[config.mk]
export PLATFORM = sky130hd
export DESIGN_NAME = rpa_phase_alarm
export DESIGN_NICKNAME = d
export VERILOG_FILES = /design/src/design/rpa_pkg.sv /design/src/design/rpa_avg_if.sv /design/src/design/rpa_phase_avg.sv /design/src/design/rpa_phase_alarm.sv
export SDC_FILE = /design/constraint.sdc
export NUM_CORES = 1
export LEC_CHECK = 0
export ABC_AREA = 1
export BUFFER_PORTS_ARGS = -buffer_cell sky130_fd_sc_hd__buf_4
export CORE_MARGIN = 2
export CORE_UTILIZATION = 55
export CTS_CLUSTER_DIAMETER = 80
export CTS_CLUSTER_SIZE = 25
export DETAILED_ROUTE_END_ITERATION = 16
export PLACE_DENSITY = 0.85
export SLEW_MARGIN = 20
export SYNTH_ARGS = -nofsm -noshare
export SYNTH_HDL_FRONTEND = slang
export SYNTH_SLANG_ARGS = --single-unit
[constraint.sdc]
create_clock -name core_clk -period 5.3 [get_ports core_clk]
set_clock_uncertainty 0.05 [all_clocks]
set_input_delay 0 -clock core_clk [delete_from_list [all_inputs] [get_ports core_clk]]
set_output_delay 0 -clock core_clk [all_outputs]
set_load 0.03 [all_outputs]
[src/design/rpa_pkg.sv]
// Purpose: Shared constants for the phase readback and alarm hold slice
// Assumes: One 250 MHz core clock, APB register access
// Notes:   Register indices map to byte addresses at four times the index
package rpa_pkg;
    // ********************************************************
    // Bus and register map
    // ********************************************************
    localparam int ADDR_W = 10;
    localparam int DATA_W = 32;
    localparam int IDX_W  = 8;

    localparam logic [IDX_W-1:0] IDX_PHASE_LO = 8'h77;
    localparam logic [IDX_W-1:0] IDX_PHASE_HI = 8'h78;
    localparam logic [IDX_W-1:0] IDX_HOLD     = 8'h79;
    localparam logic [IDX_W-1:0] IDX_CTRL     = 8'h80;
    localparam logic [IDX_W-1:0] IDX_ALARM    = 8'h81;
    localparam logic [IDX_W-1:0] IDX_IRQ_STS  = 8'h82;
    localparam logic [IDX_W-1:0] IDX_IRQ_MASK = 8'h83;

    // ********************************************************
    // Fields and reset values
    // ********************************************************
    localparam int              PHASE_W      = 16;
    localparam int              BYTE_W       = 8;
    localparam int              HOLD_W       = 6;
    localparam logic [HOLD_W-1:0] HOLD_RST   = 6'h32;
    localparam int              CTRL_SEL_BIT = 4;
    localparam int              IRQ_W        = 2;
    localparam int              IRQ_RAISE    = 0;
    localparam int              IRQ_EXPIRE   = 1;
    localparam logic [IRQ_W-1:0] IRQ_RST     = 2'h0;

    // ********************************************************
    // Timing
    // ********************************************************
    localparam int CLK_PERIOD_NS = 4;
    localparam int SEC_NS        = 1_000_000_000;
    localparam int SEC_CYCLES    = SEC_NS / CLK_PERIOD_NS;
    localparam int HOLD_UNIT_S   = 2;
    localparam int EXPIRE_S      = 128;
    localparam int SEC_CNT_W     = 8;
    localparam int AVG_SHIFT     = 4;
endpackage : rpa_pkg

[src/design/rpa_avg_if.sv]
// Purpose: Carrier between the register slice and the phase averager
// Assumes: Single clock domain
// Notes:   Sample strobe is one cycle per measurement
`timescale 1ns/1ps
interface rpa_avg_if;
    logic signed [rpa_pkg::PHASE_W-1:0] smp;
    logic                               smp_valid;
    logic signed [rpa_pkg::PHASE_W-1:0] avg;

    modport src   (output smp, output smp_valid, input avg);
    modport filt  (input smp, input smp_valid, output avg);
endinterface : rpa_avg_if

[src/design/rpa_phase_avg.sv]
// Purpose: Running average of the selected loop phase error
// Assumes: Signed two's complement samples
// Notes:   First-order filter, weight set by shift parameter
`timescale 1ns/1ps
module rpa_phase_avg #(
    parameter int AVG_SHIFT = rpa_pkg::AVG_SHIFT
) (
    input  wire logic core_clk,
    input  wire logic rst_n,
    rpa_avg_if.filt   bus
);
    localparam int W = rpa_pkg::PHASE_W;

    logic signed [W-1:0] avg_q;
    logic signed [W-1:0] avg_d;
    logic signed [W:0]   diff;
    logic signed [W:0]   step;

    // ********************************************************
    // Averaging
    // ********************************************************
    always_comb begin
        diff  = {bus.smp[W-1], bus.smp} - {avg_q[W-1], avg_q};
        step  = diff >>> AVG_SHIFT;
        avg_d = avg_q;
        if (bus.smp_valid) begin
            avg_d = avg_q + step[W-1:0];
        end
    end

    always_ff @(posedge core_clk) begin
        if (!rst_n) begin
            avg_q <= '0;
        end else begin
            avg_q <= avg_d;
        end
    end

    assign bus.avg = avg_q;
endmodule : rpa_phase_avg

[src/design/rpa_phase_alarm.sv]
// Purpose: Phase readback bytes, alarm hold timer and APB register slice
// Assumes: Loop and lock-state inputs come from logic on core_clk
// Notes:   APB answers in the access cycle that follows setup, no extra wait
//
// Behaviour
// - The upper phase byte reads phase bits 15 to 8, ignores writes and resets to zero.
// - The phase value comes from the primary or secondary tracking loop per a select bit.
// - The phase value is an averaged 16-bit two's complement number.
// - Hold is a six-bit count reset to 0x32; an alarm rises after 2*hold seconds of fault.
// - A raised alarm stays until software clears it or until 128 seconds pass.
// - The lower phase byte reads bits 7 to 0 of the phase value.
//
// Added by the designer: register access over APB.
`timescale 1ns/1ps
module rpa_phase_alarm #(
    parameter int N_IN       = 14,
    parameter int SEC_CYCLES = rpa_pkg::SEC_CYCLES
) (
    input  wire logic                               core_clk,
    input  wire logic                               rst_n,
    input  wire logic                               psel,
    input  wire logic                               penable,
    input  wire logic                               pwrite,
    input  wire logic [rpa_pkg::ADDR_W-1:0]         paddr,
    input  wire logic [rpa_pkg::DATA_W-1:0]         pwdata,
    output logic      [rpa_pkg::DATA_W-1:0]         prdata,
    output logic                                    pready,
    output logic                                    pslverr,
    input  wire logic signed [rpa_pkg::PHASE_W-1:0] primary_tracking_loop_phase,
    input  wire logic                               primary_tracking_loop_valid,
    input  wire logic signed [rpa_pkg::PHASE_W-1:0] secondary_tracking_loop_phase,
    input  wire logic                               secondary_tracking_loop_valid,
    input  wire logic [N_IN-1:0]                    lock_fault,
    output logic      [N_IN-1:0]                    phase_alarm,
    output logic                                    irq
);
    localparam int                   DW    = rpa_pkg::DATA_W;
    localparam int                   CW    = rpa_pkg::SEC_CNT_W;
    localparam logic [31:0]          PRE_TOP = 32'(SEC_CYCLES - 1);
    localparam logic [CW-1:0]        EXP_TOP = CW'(rpa_pkg::EXPIRE_S - 1);

    // ********************************************************
    // APB slave
    // ********************************************************
    logic [rpa_pkg::IDX_W-1:0]  idx;
    logic                       setup;
    logic                       acc;
    logic                       wr;
    logic [DW-1:0]              prdata_q;
    logic [DW-1:0]              prdata_d;
    logic                       pready_q;
    logic                       pready_d;
    logic                       pslverr_q;
    logic                       pslverr_d;
    logic                       hit;

    logic [rpa_pkg::HOLD_W-1:0] hold_q;
    logic [rpa_pkg::HOLD_W-1:0] hold_d;
    logic                       sel_q;
    logic                       sel_d;
    logic [rpa_pkg::IRQ_W-1:0]  sts_q;
    logic [rpa_pkg::IRQ_W-1:0]  sts_d;
    logic [rpa_pkg::IRQ_W-1:0]  mask_q;
    logic [rpa_pkg::IRQ_W-1:0]  mask_d;
    logic                       irq_q;
    logic                       irq_d;
    logic [N_IN-1:0]            alarm_q;
    logic [N_IN-1:0]            alarm_clr;
    logic [N_IN-1:0]            raise_ev;
    logic [N_IN-1:0]            expire_ev;
    logic signed [rpa_pkg::PHASE_W-1:0] avg;

    assign idx   = paddr[rpa_pkg::ADDR_W-1:2];
    assign setup = psel && !penable;
    assign acc   = psel && penable && pready_q;
    assign wr    = acc && pwrite;

    always_comb begin
        prdata_d  = '0;
        hit       = 1'b1;
        if (idx == rpa_pkg::IDX_PHASE_LO) begin
            prdata_d[rpa_pkg::BYTE_W-1:0] = avg[rpa_pkg::BYTE_W-1:0];
        end else if (idx == rpa_pkg::IDX_PHASE_HI) begin
            prdata_d[rpa_pkg::BYTE_W-1:0] = avg[rpa_pkg::PHASE_W-1:rpa_pkg::BYTE_W];
        end else if (idx == rpa_pkg::IDX_HOLD) begin
            prdata_d[rpa_pkg::HOLD_W-1:0] = hold_q;
        end else if (idx == rpa_pkg::IDX_CTRL) begin
            prdata_d[rpa_pkg::CTRL_SEL_BIT] = sel_q;
        end else if (idx == rpa_pkg::IDX_ALARM) begin
            prdata_d[N_IN-1:0] = alarm_q;
        end else if (idx == rpa_pkg::IDX_IRQ_STS) begin
            prdata_d[rpa_pkg::IRQ_W-1:0] = sts_q;
        end else if (idx == rpa_pkg::IDX_IRQ_MASK) begin
            prdata_d[rpa_pkg::IRQ_W-1:0] = mask_q;
        end else begin
            hit = 1'b0;
        end
        // Data and status sampled in setup, shown in access
        pready_d  = setup;
        pslverr_d = setup && !hit;
        if (!setup) begin
            prdata_d = prdata_q;
        end
    end

    always_ff @(posedge core_clk) begin
        if (!rst_n) begin
            prdata_q  <= '0;
            pready_q  <= 1'b0;
            pslverr_q <= 1'b0;
        end else begin
            prdata_q  <= prdata_d;
            pready_q  <= pready_d;
            pslverr_q <= pslverr_d;
        end
    end

    assign prdata  = prdata_q;
    assign pready  = pready_q;
    assign pslverr = pslverr_q;

    // ********************************************************
    // Control and interrupt registers
    // ********************************************************
    always_comb begin
        hold_d    = hold_q;
        sel_d     = sel_q;
        mask_d    = mask_q;
        sts_d     = sts_q;
        alarm_clr = '0;
        // Upper and lower phase bytes have no write path
        if (wr && idx == rpa_pkg::IDX_HOLD) begin
            hold_d = pwdata[rpa_pkg::HOLD_W-1:0];
        end else if (wr && idx == rpa_pkg::IDX_CTRL) begin
            sel_d = pwdata[rpa_pkg::CTRL_SEL_BIT];
        end else if (wr && idx == rpa_pkg::IDX_ALARM) begin
            alarm_clr = pwdata[N_IN-1:0];
        end else if (wr && idx == rpa_pkg::IDX_IRQ_STS) begin
            sts_d = sts_q & ~pwdata[rpa_pkg::IRQ_W-1:0];
        end else if (wr && idx == rpa_pkg::IDX_IRQ_MASK) begin
            mask_d = pwdata[rpa_pkg::IRQ_W-1:0];
        end
        // New events win over a clear in the same cycle
        if (|raise_ev) begin
            sts_d[rpa_pkg::IRQ_RAISE] = 1'b1;
        end
        if (|expire_ev) begin
            sts_d[rpa_pkg::IRQ_EXPIRE] = 1'b1;
        end
        irq_d = |(sts_q & mask_q);
    end

    always_ff @(posedge core_clk) begin
        if (!rst_n) begin
            hold_q <= rpa_pkg::HOLD_RST;
            sel_q  <= 1'b0;
            mask_q <= rpa_pkg::IRQ_RST;
            sts_q  <= rpa_pkg::IRQ_RST;
            irq_q  <= 1'b0;
        end else begin
            hold_q <= hold_d;
            sel_q  <= sel_d;
            mask_q <= mask_d;
            sts_q  <= sts_d;
            irq_q  <= irq_d;
        end
    end

    assign irq = irq_q;

    // ********************************************************
    // Phase source and averaging
    // ********************************************************
    rpa_avg_if avg_bus ();

    always_comb begin
        if (sel_q) begin
            avg_bus.smp       = secondary_tracking_loop_phase;
            avg_bus.smp_valid = secondary_tracking_loop_valid;
        end else begin
            avg_bus.smp       = primary_tracking_loop_phase;
            avg_bus.smp_valid = primary_tracking_loop_valid;
        end
    end

    rpa_phase_avg #(
        .AVG_SHIFT (rpa_pkg::AVG_SHIFT)
    ) u_avg (
        .core_clk (core_clk),
        .rst_n    (rst_n),
        .bus      (avg_bus.filt)
    );

    assign avg = avg_bus.avg;

    // ********************************************************
    // One-second timebase
    // ********************************************************
    logic [31:0] pre_q;
    logic [31:0] pre_d;
    logic        tick_q;
    logic        tick_d;

    always_comb begin
        tick_d = (pre_q == PRE_TOP);
        pre_d  = tick_d ? '0 : pre_q + 32'h0000_0001;
    end

    always_ff @(posedge core_clk) begin
        if (!rst_n) begin
            pre_q  <= '0;
            tick_q <= 1'b0;
        end else begin
            pre_q  <= pre_d;
            tick_q <= tick_d;
        end
    end

    // ********************************************************
    // Per-input alarm hold and expiry
    // ********************************************************
    logic [CW-1:0] thresh;
    logic [CW-1:0] cnt_q [N_IN];

    // Hold count times two seconds
    assign thresh = CW'(hold_q) * CW'(rpa_pkg::HOLD_UNIT_S);

    for (genvar i = 0; i < N_IN; i++) begin : g_in
        logic [CW-1:0] cnt_d;
        logic          alarm_d;

        always_comb begin
            cnt_d   = cnt_q[i];
            alarm_d = alarm_q[i];
            if (!alarm_q[i]) begin
                if (!lock_fault[i]) begin
                    cnt_d = '0;
                end else if (cnt_q[i] >= thresh) begin
                    alarm_d = 1'b1;
                    cnt_d   = '0;
                end else if (tick_q) begin
                    cnt_d = cnt_q[i] + CW'(1);
                end
            end else if (alarm_clr[i]) begin
                alarm_d = 1'b0;
                cnt_d   = '0;
            end else if (tick_q) begin
                // Input no longer measured, so the alarm ages out instead
                if (cnt_q[i] == EXP_TOP) begin
                    alarm_d = 1'b0;
                    cnt_d   = '0;
                end else begin
                    cnt_d = cnt_q[i] + CW'(1);
                end
            end
        end

        assign raise_ev[i]  = !alarm_q[i] && alarm_d;
        assign expire_ev[i] = alarm_q[i] && !alarm_d && !alarm_clr[i];

        always_ff @(posedge core_clk) begin
            if (!rst_n) begin
                cnt_q[i]   <= '0;
                alarm_q[i] <= 1'b0;
            end else begin
                cnt_q[i]   <= cnt_d;
                alarm_q[i] <= alarm_d;
            end
        end
    end

    assign phase_alarm = alarm_q;
endmodule : rpa_phase_alarm

# Yosys cells after proc, flatten, opt, wreduce, memory -nomap -nowiden
# Memories as Yosys holds them, arrays and structs flattened.
# Index checks and enable logic that the tools add are counted.
# totals
ff_bits	91
ramBits	112
out_inout_bits	49
n_memories	1
# memory_table
name	words	width	read_ports	rd_ports_with_merged_regs	write_ports	line	rtl
cnt_q	14	8	14	0	14	rpa_phase_alarm.sv:223	logic [CW-1:0] cnt_q [N_IN];
# op_classes
n_addsub	17
order_cmp	14
n_eq_ne	28
mux	229
bitwise	22
reduce_logical	106
# ops
cell	n
8-bit two-way mux	115
8-bit by 7-bit equality test with 1-bit output (second input constant)	17
8-bit by 1-bit adder with 8-bit output (second input constant)	14
8-bit by 7-bit greater-or-equal comparator with 1-bit output	14
1-bit two-way mux	97
1-bit logical AND	52
1-bit logical NOT	44
14-bit two-way mux	3
32-bit by 1-bit adder with 32-bit output (second input constant)	1
32-bit by 28-bit equality test with 1-bit output (second input constant)	1
8-bit equality test (second input constant)	4
14-bit OR reduction	2
6-bit two-way mux	3
16-bit by 16-bit subtractor with 17-bit output	1
16-bit adder	1
16-bit two-way mux	1
2-bit two-way mux	7
1-bit bitwise OR	14
12-bit two-way mux	1
2-bit by 1-bit != test with 1-bit output (second input constant)	6
9-bit two-way mux	1
4-bit AND reduction	2
1-bit NOT	5
5-bit AND reduction	1
other kinds (6)	9

# Longest topological paths before layout
# logic_depth
ltp_word	15
mapped_depth	32
mapped_depth_nobuf	30

# By module
# Synthesis repeated with hierarchy kept, for this count alone.
# unflattened
hier_cells	2358
hier_area_um2	15108.2
# by_module_without_submodules
mod	instances	cells_per_inst	area_per_inst_um2
rpa_phase_alarm	1	2044	13060.0
rpa_phase_avg	1	314	2048.2

# Least setup slack after synthesis
# Ideal clock, no wire load.
# synth_timing
path_type	register to register
start	register sel_q
end	register u_avg.avg_q[12] (netlist: u_avg.bus.avg[12])
setup_ns	0.056
arrival_time_ns	3.521
required_ns	5.194
slack_ns	1.673
stages_incl_launch_ff	30
path_buffers	2
synth_period_minus_slack_ns	3.627
path_cell_list	dfxtp_1 -> buf_2 -> inv_2 -> clkbuf_1 -> nand2_1 -> nand2_1 -> ha_1 -> a21oi_1 -> nand2_1 -> nand2_1 -> nand2_1 -> nand2_1 -> nand2_1 -> nand3_1 -> nand2_1 -> nand3_1 -> nand2_1 -> xor2_1 -> ha_1 -> nand2_1 -> inv_1 -> a21oi_1 -> o21ai_0 -> a21boi_0 -> o21ai_0 -> nand2_1 -> inv_1 -> o21ai_0 -> nand2_1 -> inv_1
# synth_via
elab_chain_len	3
elab_cells_between_ends	4
cone_classes	add/sub: 2; mux: 2
# synth_rtl
element	line	rtl
start, declared	rpa_phase_alarm.sv:59	logic sel_q;
start signal, assigned	rpa_phase_alarm.sv:162	sel_q <= sel_d;
16-bit two-way mux	rpa_phase_alarm.sv:177	if (sel_q) begin
16-bit by 16-bit subtractor with 17-bit output	rpa_phase_avg.sv:23	diff = {bus.smp[W-1], bus.smp} - {avg_q[W-1], avg_q};
16-bit adder	rpa_phase_avg.sv:27	avg_d = avg_q + step[W-1:0];
end signal, assigned	rpa_phase_avg.sv:35	avg_q <= avg_d;
end, declared	rpa_phase_avg.sv:14	logic signed [W-1:0] avg_q;
# Several ways; a longest one is shown, not always the timed one.
# A chain may end at the register's enable or synchronous reset.

# Final worst setup path
# Same ends and word-level chain as after synthesis.

==> impl_metrics.tcl <==
set metrics [dict create \
    detailedRoute.firstPassIterationCount 6 \
    met3_global_route_usage_pct 3.33 \
    initialDrtViolationCount 1142 \
    floorplan.die_area_mm2 0.0267 \
    drc 0 \
    endpoint_kind "flip-flop" \
    grt_util_met1_pct 34.7 \
    finalWeightedCongestion 0.940 \
    overall_power_consumption_mw 4.53 \
    groute.usage.overall_pct 27.7 \
    preCtsSetupSlack_ns 1.25 \
    final_period_minus_worst_setup_slack_ns 4.14 \
    post_synth_instance_area_mm2 0.0140 \
    synth_warnings 0 \
    finish.utilization_pct 63.8 \
    slew_viol_final 0 \
    critical_path.startpoint_type "flip-flop" \
    clock_sink_count 203 \
    pwr_density_cell_mw_per_mm2 283 \
    maximum_number_of_pins_on_one_net_before_global_route_repair 55 \
    ys_dominant_reg_cell "dfxtp_1" \
    grt_first_pass_wirelength_mm 61.1 \
    setup_viol_count_final 0 \
    syn2layout_area_growth_pct 14.4 \
    average_detailed_routed_wire_length_per_instance_um 14.8 \
    static-leakage-power_nw 6.96 \
    combPwrFrac_pct 36.6 \
    grt_setup_unrepaired "no" \
    insertion_delay_ns 0.50 \
    sequential_element_share_of_the_synthesized_area_pct 29.0 \
    critical_path_class "flip-flop to flip-flop" \
    worst-endpoint-arrival_ns 4.53 \
    switchingPower_mw 1.70 \
    outcome "complete, no violations" \
    fmaxAchievable_mhz 241 \
    maxSlewHeadroom_pct 23.8 \
    postCtsSetupBuffers 0 \
    filler_cell_count 2266 \
    die_y_um 164 \
    crit_required_ns 5.69 \
    nNetsFinal 2449 \
    drt-total-wl_mm 37.8 \
    syn_inst 2080 \
    groute.layer.met2.usage_pct 47.7 \
    clkSlewWorstSetupHoldPaths_ns 0.10 \
    core_region_area_mm2 0.0251 \
    syn_avg_cell_area_um2 6.73 \
    final-hold-violation-count 0 \
    die_width_um 164 \
    cp_slowest_stage_delay_ns 0.33 \
    detailed_place_hpwl_mm 27.9 \
    hold_class "input port to flip-flop" \
    grt-busiest-layer "met2" \
    grt.overflow.total 0 \
    p_int_mw 2.83 \
    worst-path-max-fanout 19 \
    share_clk_of_total_power_pct 27.1 \
    tritoncts "yes" \
    num_vias 14343 \
    initial_utilization_pct 55.7 \
    number_of_global_route_vias_before_repair 13152 \
    cts_buffer_count 14 \
    netSwitchingFraction_pct 37.6 \
    vdd.ir_drop.worst_mv 0.222 \
    ff2ff_path_depth 30 \
    grt_antenna_before_repair 1 \
    viasPerCell 5.60 \
    numPortBuffers 105 \
    fp-row-count 58 \
    cp_common_cell "nand2_1" \
    synth-edff-count 0 \
    timing.hold.worst_path_depth 5 \
    fin_tns_setup_ns 0 \
    ioPinCount 144 \
    timing.final.ws_setup_ns 1.16 \
    power.share.sequential_pct 36.4 \
    cts_buffer_depth 3 \
    async_reset_ff_share_pct 0 \
    final_layout_size_suffix_gt1_share_pct 8.30 \
    worstMarginPinSlew_ns 1.14 \
    synth_cell_types 56 \
    cap_violations 0 \
    drt.antenna.violating_nets 0 \
    cts-root-buf "clkbuf_16" \
    final_cycle_utilization_of_the_critical_path_pct 78.2 \
    cts-htree-levels 1 \
    synth.ff_latch_count 203 \
    slowest_stage "dfxtp_1" \
]
## cell usage after synthesis (all sizes together) (2+ instances only)
| library cell | number | share of area (%) |
|---|---|---|
| a31oi | 7 | 0.31 |
| nor3b | 10 | 0.54 |
| o2111ai | 7 | 0.44 |
| a21boi | 2 | 0.11 |
| o21a | 8 | 0.43 |
| a221oi | 8 | 0.50 |
| a211oi | 20 | 1.1 |
| or2 | 6 | 0.29 |
| clkbuf | 23 | 0.62 |
| nand4 | 51 | 2.3 |
| nand3b | 6 | 0.32 |
| dfxtp | 203 | 29 |
| nor3 | 50 | 1.9 |
| o21ai | 123 | 4.5 |
| o211ai | 9 | 0.48 |
| a21o | 9 | 0.48 |
| inv | 301 | 8.1 |
| nand3 | 107 | 3.8 |
| o22ai | 5 | 0.22 |
| and3 | 6 | 0.27 |
| nor2 | 192 | 5.4 |
| xnor2 | 10 | 0.63 |
| xor2 | 47 | 2.9 |
| nand2 | 484 | 13 |
| o21bai | 5 | 0.27 |
| nor4 | 16 | 0.72 |
| ha | 133 | 12 |
| nand2b | 3 | 0.19 |
| buf | 30 | 1.4 |
| a21oi | 190 | 6.9 |
| o31ai | 2 | 0.11 |
| o221ai | 2 | 0.13 |
## final timing paths
check,slack [ns],to,start
max,1.16,u_avg.bus.avg[12],sel_q
min reg2reg,0.40,pre_q[0],pre_q[0]
max reg2reg,1.16,u_avg.bus.avg[12],sel_q
min,0.04,prdata[10],psel
## power by group through the flow
stage	clock network (mW)	registers [mW]	logic (mW)
after global routing	1.29	1.65	1.86
after CTS	1.24	1.64	1.63
final	1.23	1.65	1.66
after global placement	0	1.68	1.54
after floorplan	0	1.66	1.26
after detailed placement	0	1.68	1.60
## state kept, by name, indices dropped and copies added, names as in the netlist, 2 cells and up
name / flops
phase_alarm: 14
hold_q: 6
pre_q: 32
cnt_q: 112
mask_q: 2
u_avg.bus.avg: 16
sts_q: 2
prdata: 14
## layout by cell type (no fill, tap or decap), types with 48 or more instances in the layout
cell     synthesis  final
ha_1           133    133
nor2_1         183    183
dfxtp_1        203    202
o21ai_0        120    120
nor3_1          48     48
nand3_1        107    107
inv_1          291    291
a21oi_1        188    188
nand2_1        466    466
nand4_1         51     51
buf_4           19    113
## critical path, delay by kind of cell (launching register included)
| family | cells | cell delay [ns] |
|---|---|---|
| flip-flops | 1 | 0.33 |
| buffers and inverters | 5 | 0.55 |
| adder cells (fa/ha/maj) | 2 | 0.59 |
| XOR/XNOR | 1 | 0.17 |
| AND/OR/NAND/NOR | 17 | 1.34 |
| AO/OA/AOI/OAI | 5 | 1.03 |
## final cells by class
cell class                      instances  area [um2]  share of cell area (%)
Sequential cell                       203        4070                    25.4
Timing Repair Buffer                  160        1320                    8.24
Antenna cell                            1        2.50                  0.0156
Clock buffer                           17         383                    2.39
Multi-Input combinational cell       1540        8580                    53.6
Clock inverter                          7         115                   0.719
Tap cell                              330         413                    2.58
Inverter                              301        1130                    7.06
## through the flow
| step | cells | hold WS (ns) | area (um2) |
|---|---|---|---|
| floorplan | 2097 | 0.0764 | 14100 |
| global placement | 2487 | 0.192 | 15000 |
| detailed placement | 2487 | 0.213 | 15000 |
| CTS | 2558 | 0.0230 | 16000 |
| global route | 2559 | 0.0500 | 16000 |
| finish | 2559 | 0.0388 | 16000 |
## layer usage
| metal | vias up | part of all wire [%] |
|---|---|---|
| li1 | 7150 | - |
| met1 | 6559 | 43 |
| met2 | 525 | 46 |
| met3 | 109 | 7.0 |
| met4 | 0 | 4.2 |
| met5 | - | 0 |
## repair_timing
item                      in CTS  in global routing
hold buffers                  47                  0
resized for setup              0                  0
hold endpoints to repair      88                  0
## cells by family (layout without fill, tap and decap cells)
family,after synthesis,count (layout),synth area share (%)
adders and majority gates,134,134,12.0
other,1,19,0.0268
AOI/OAI and AO/OA,398,398,16.0
DFF,203,203,29.0
and+or+nand+nor,933,933,29.2
buffers and inverters,354,485,10.1
xor gates and xnor gates,57,57,3.57
Power figures use the tool's default switching activity.
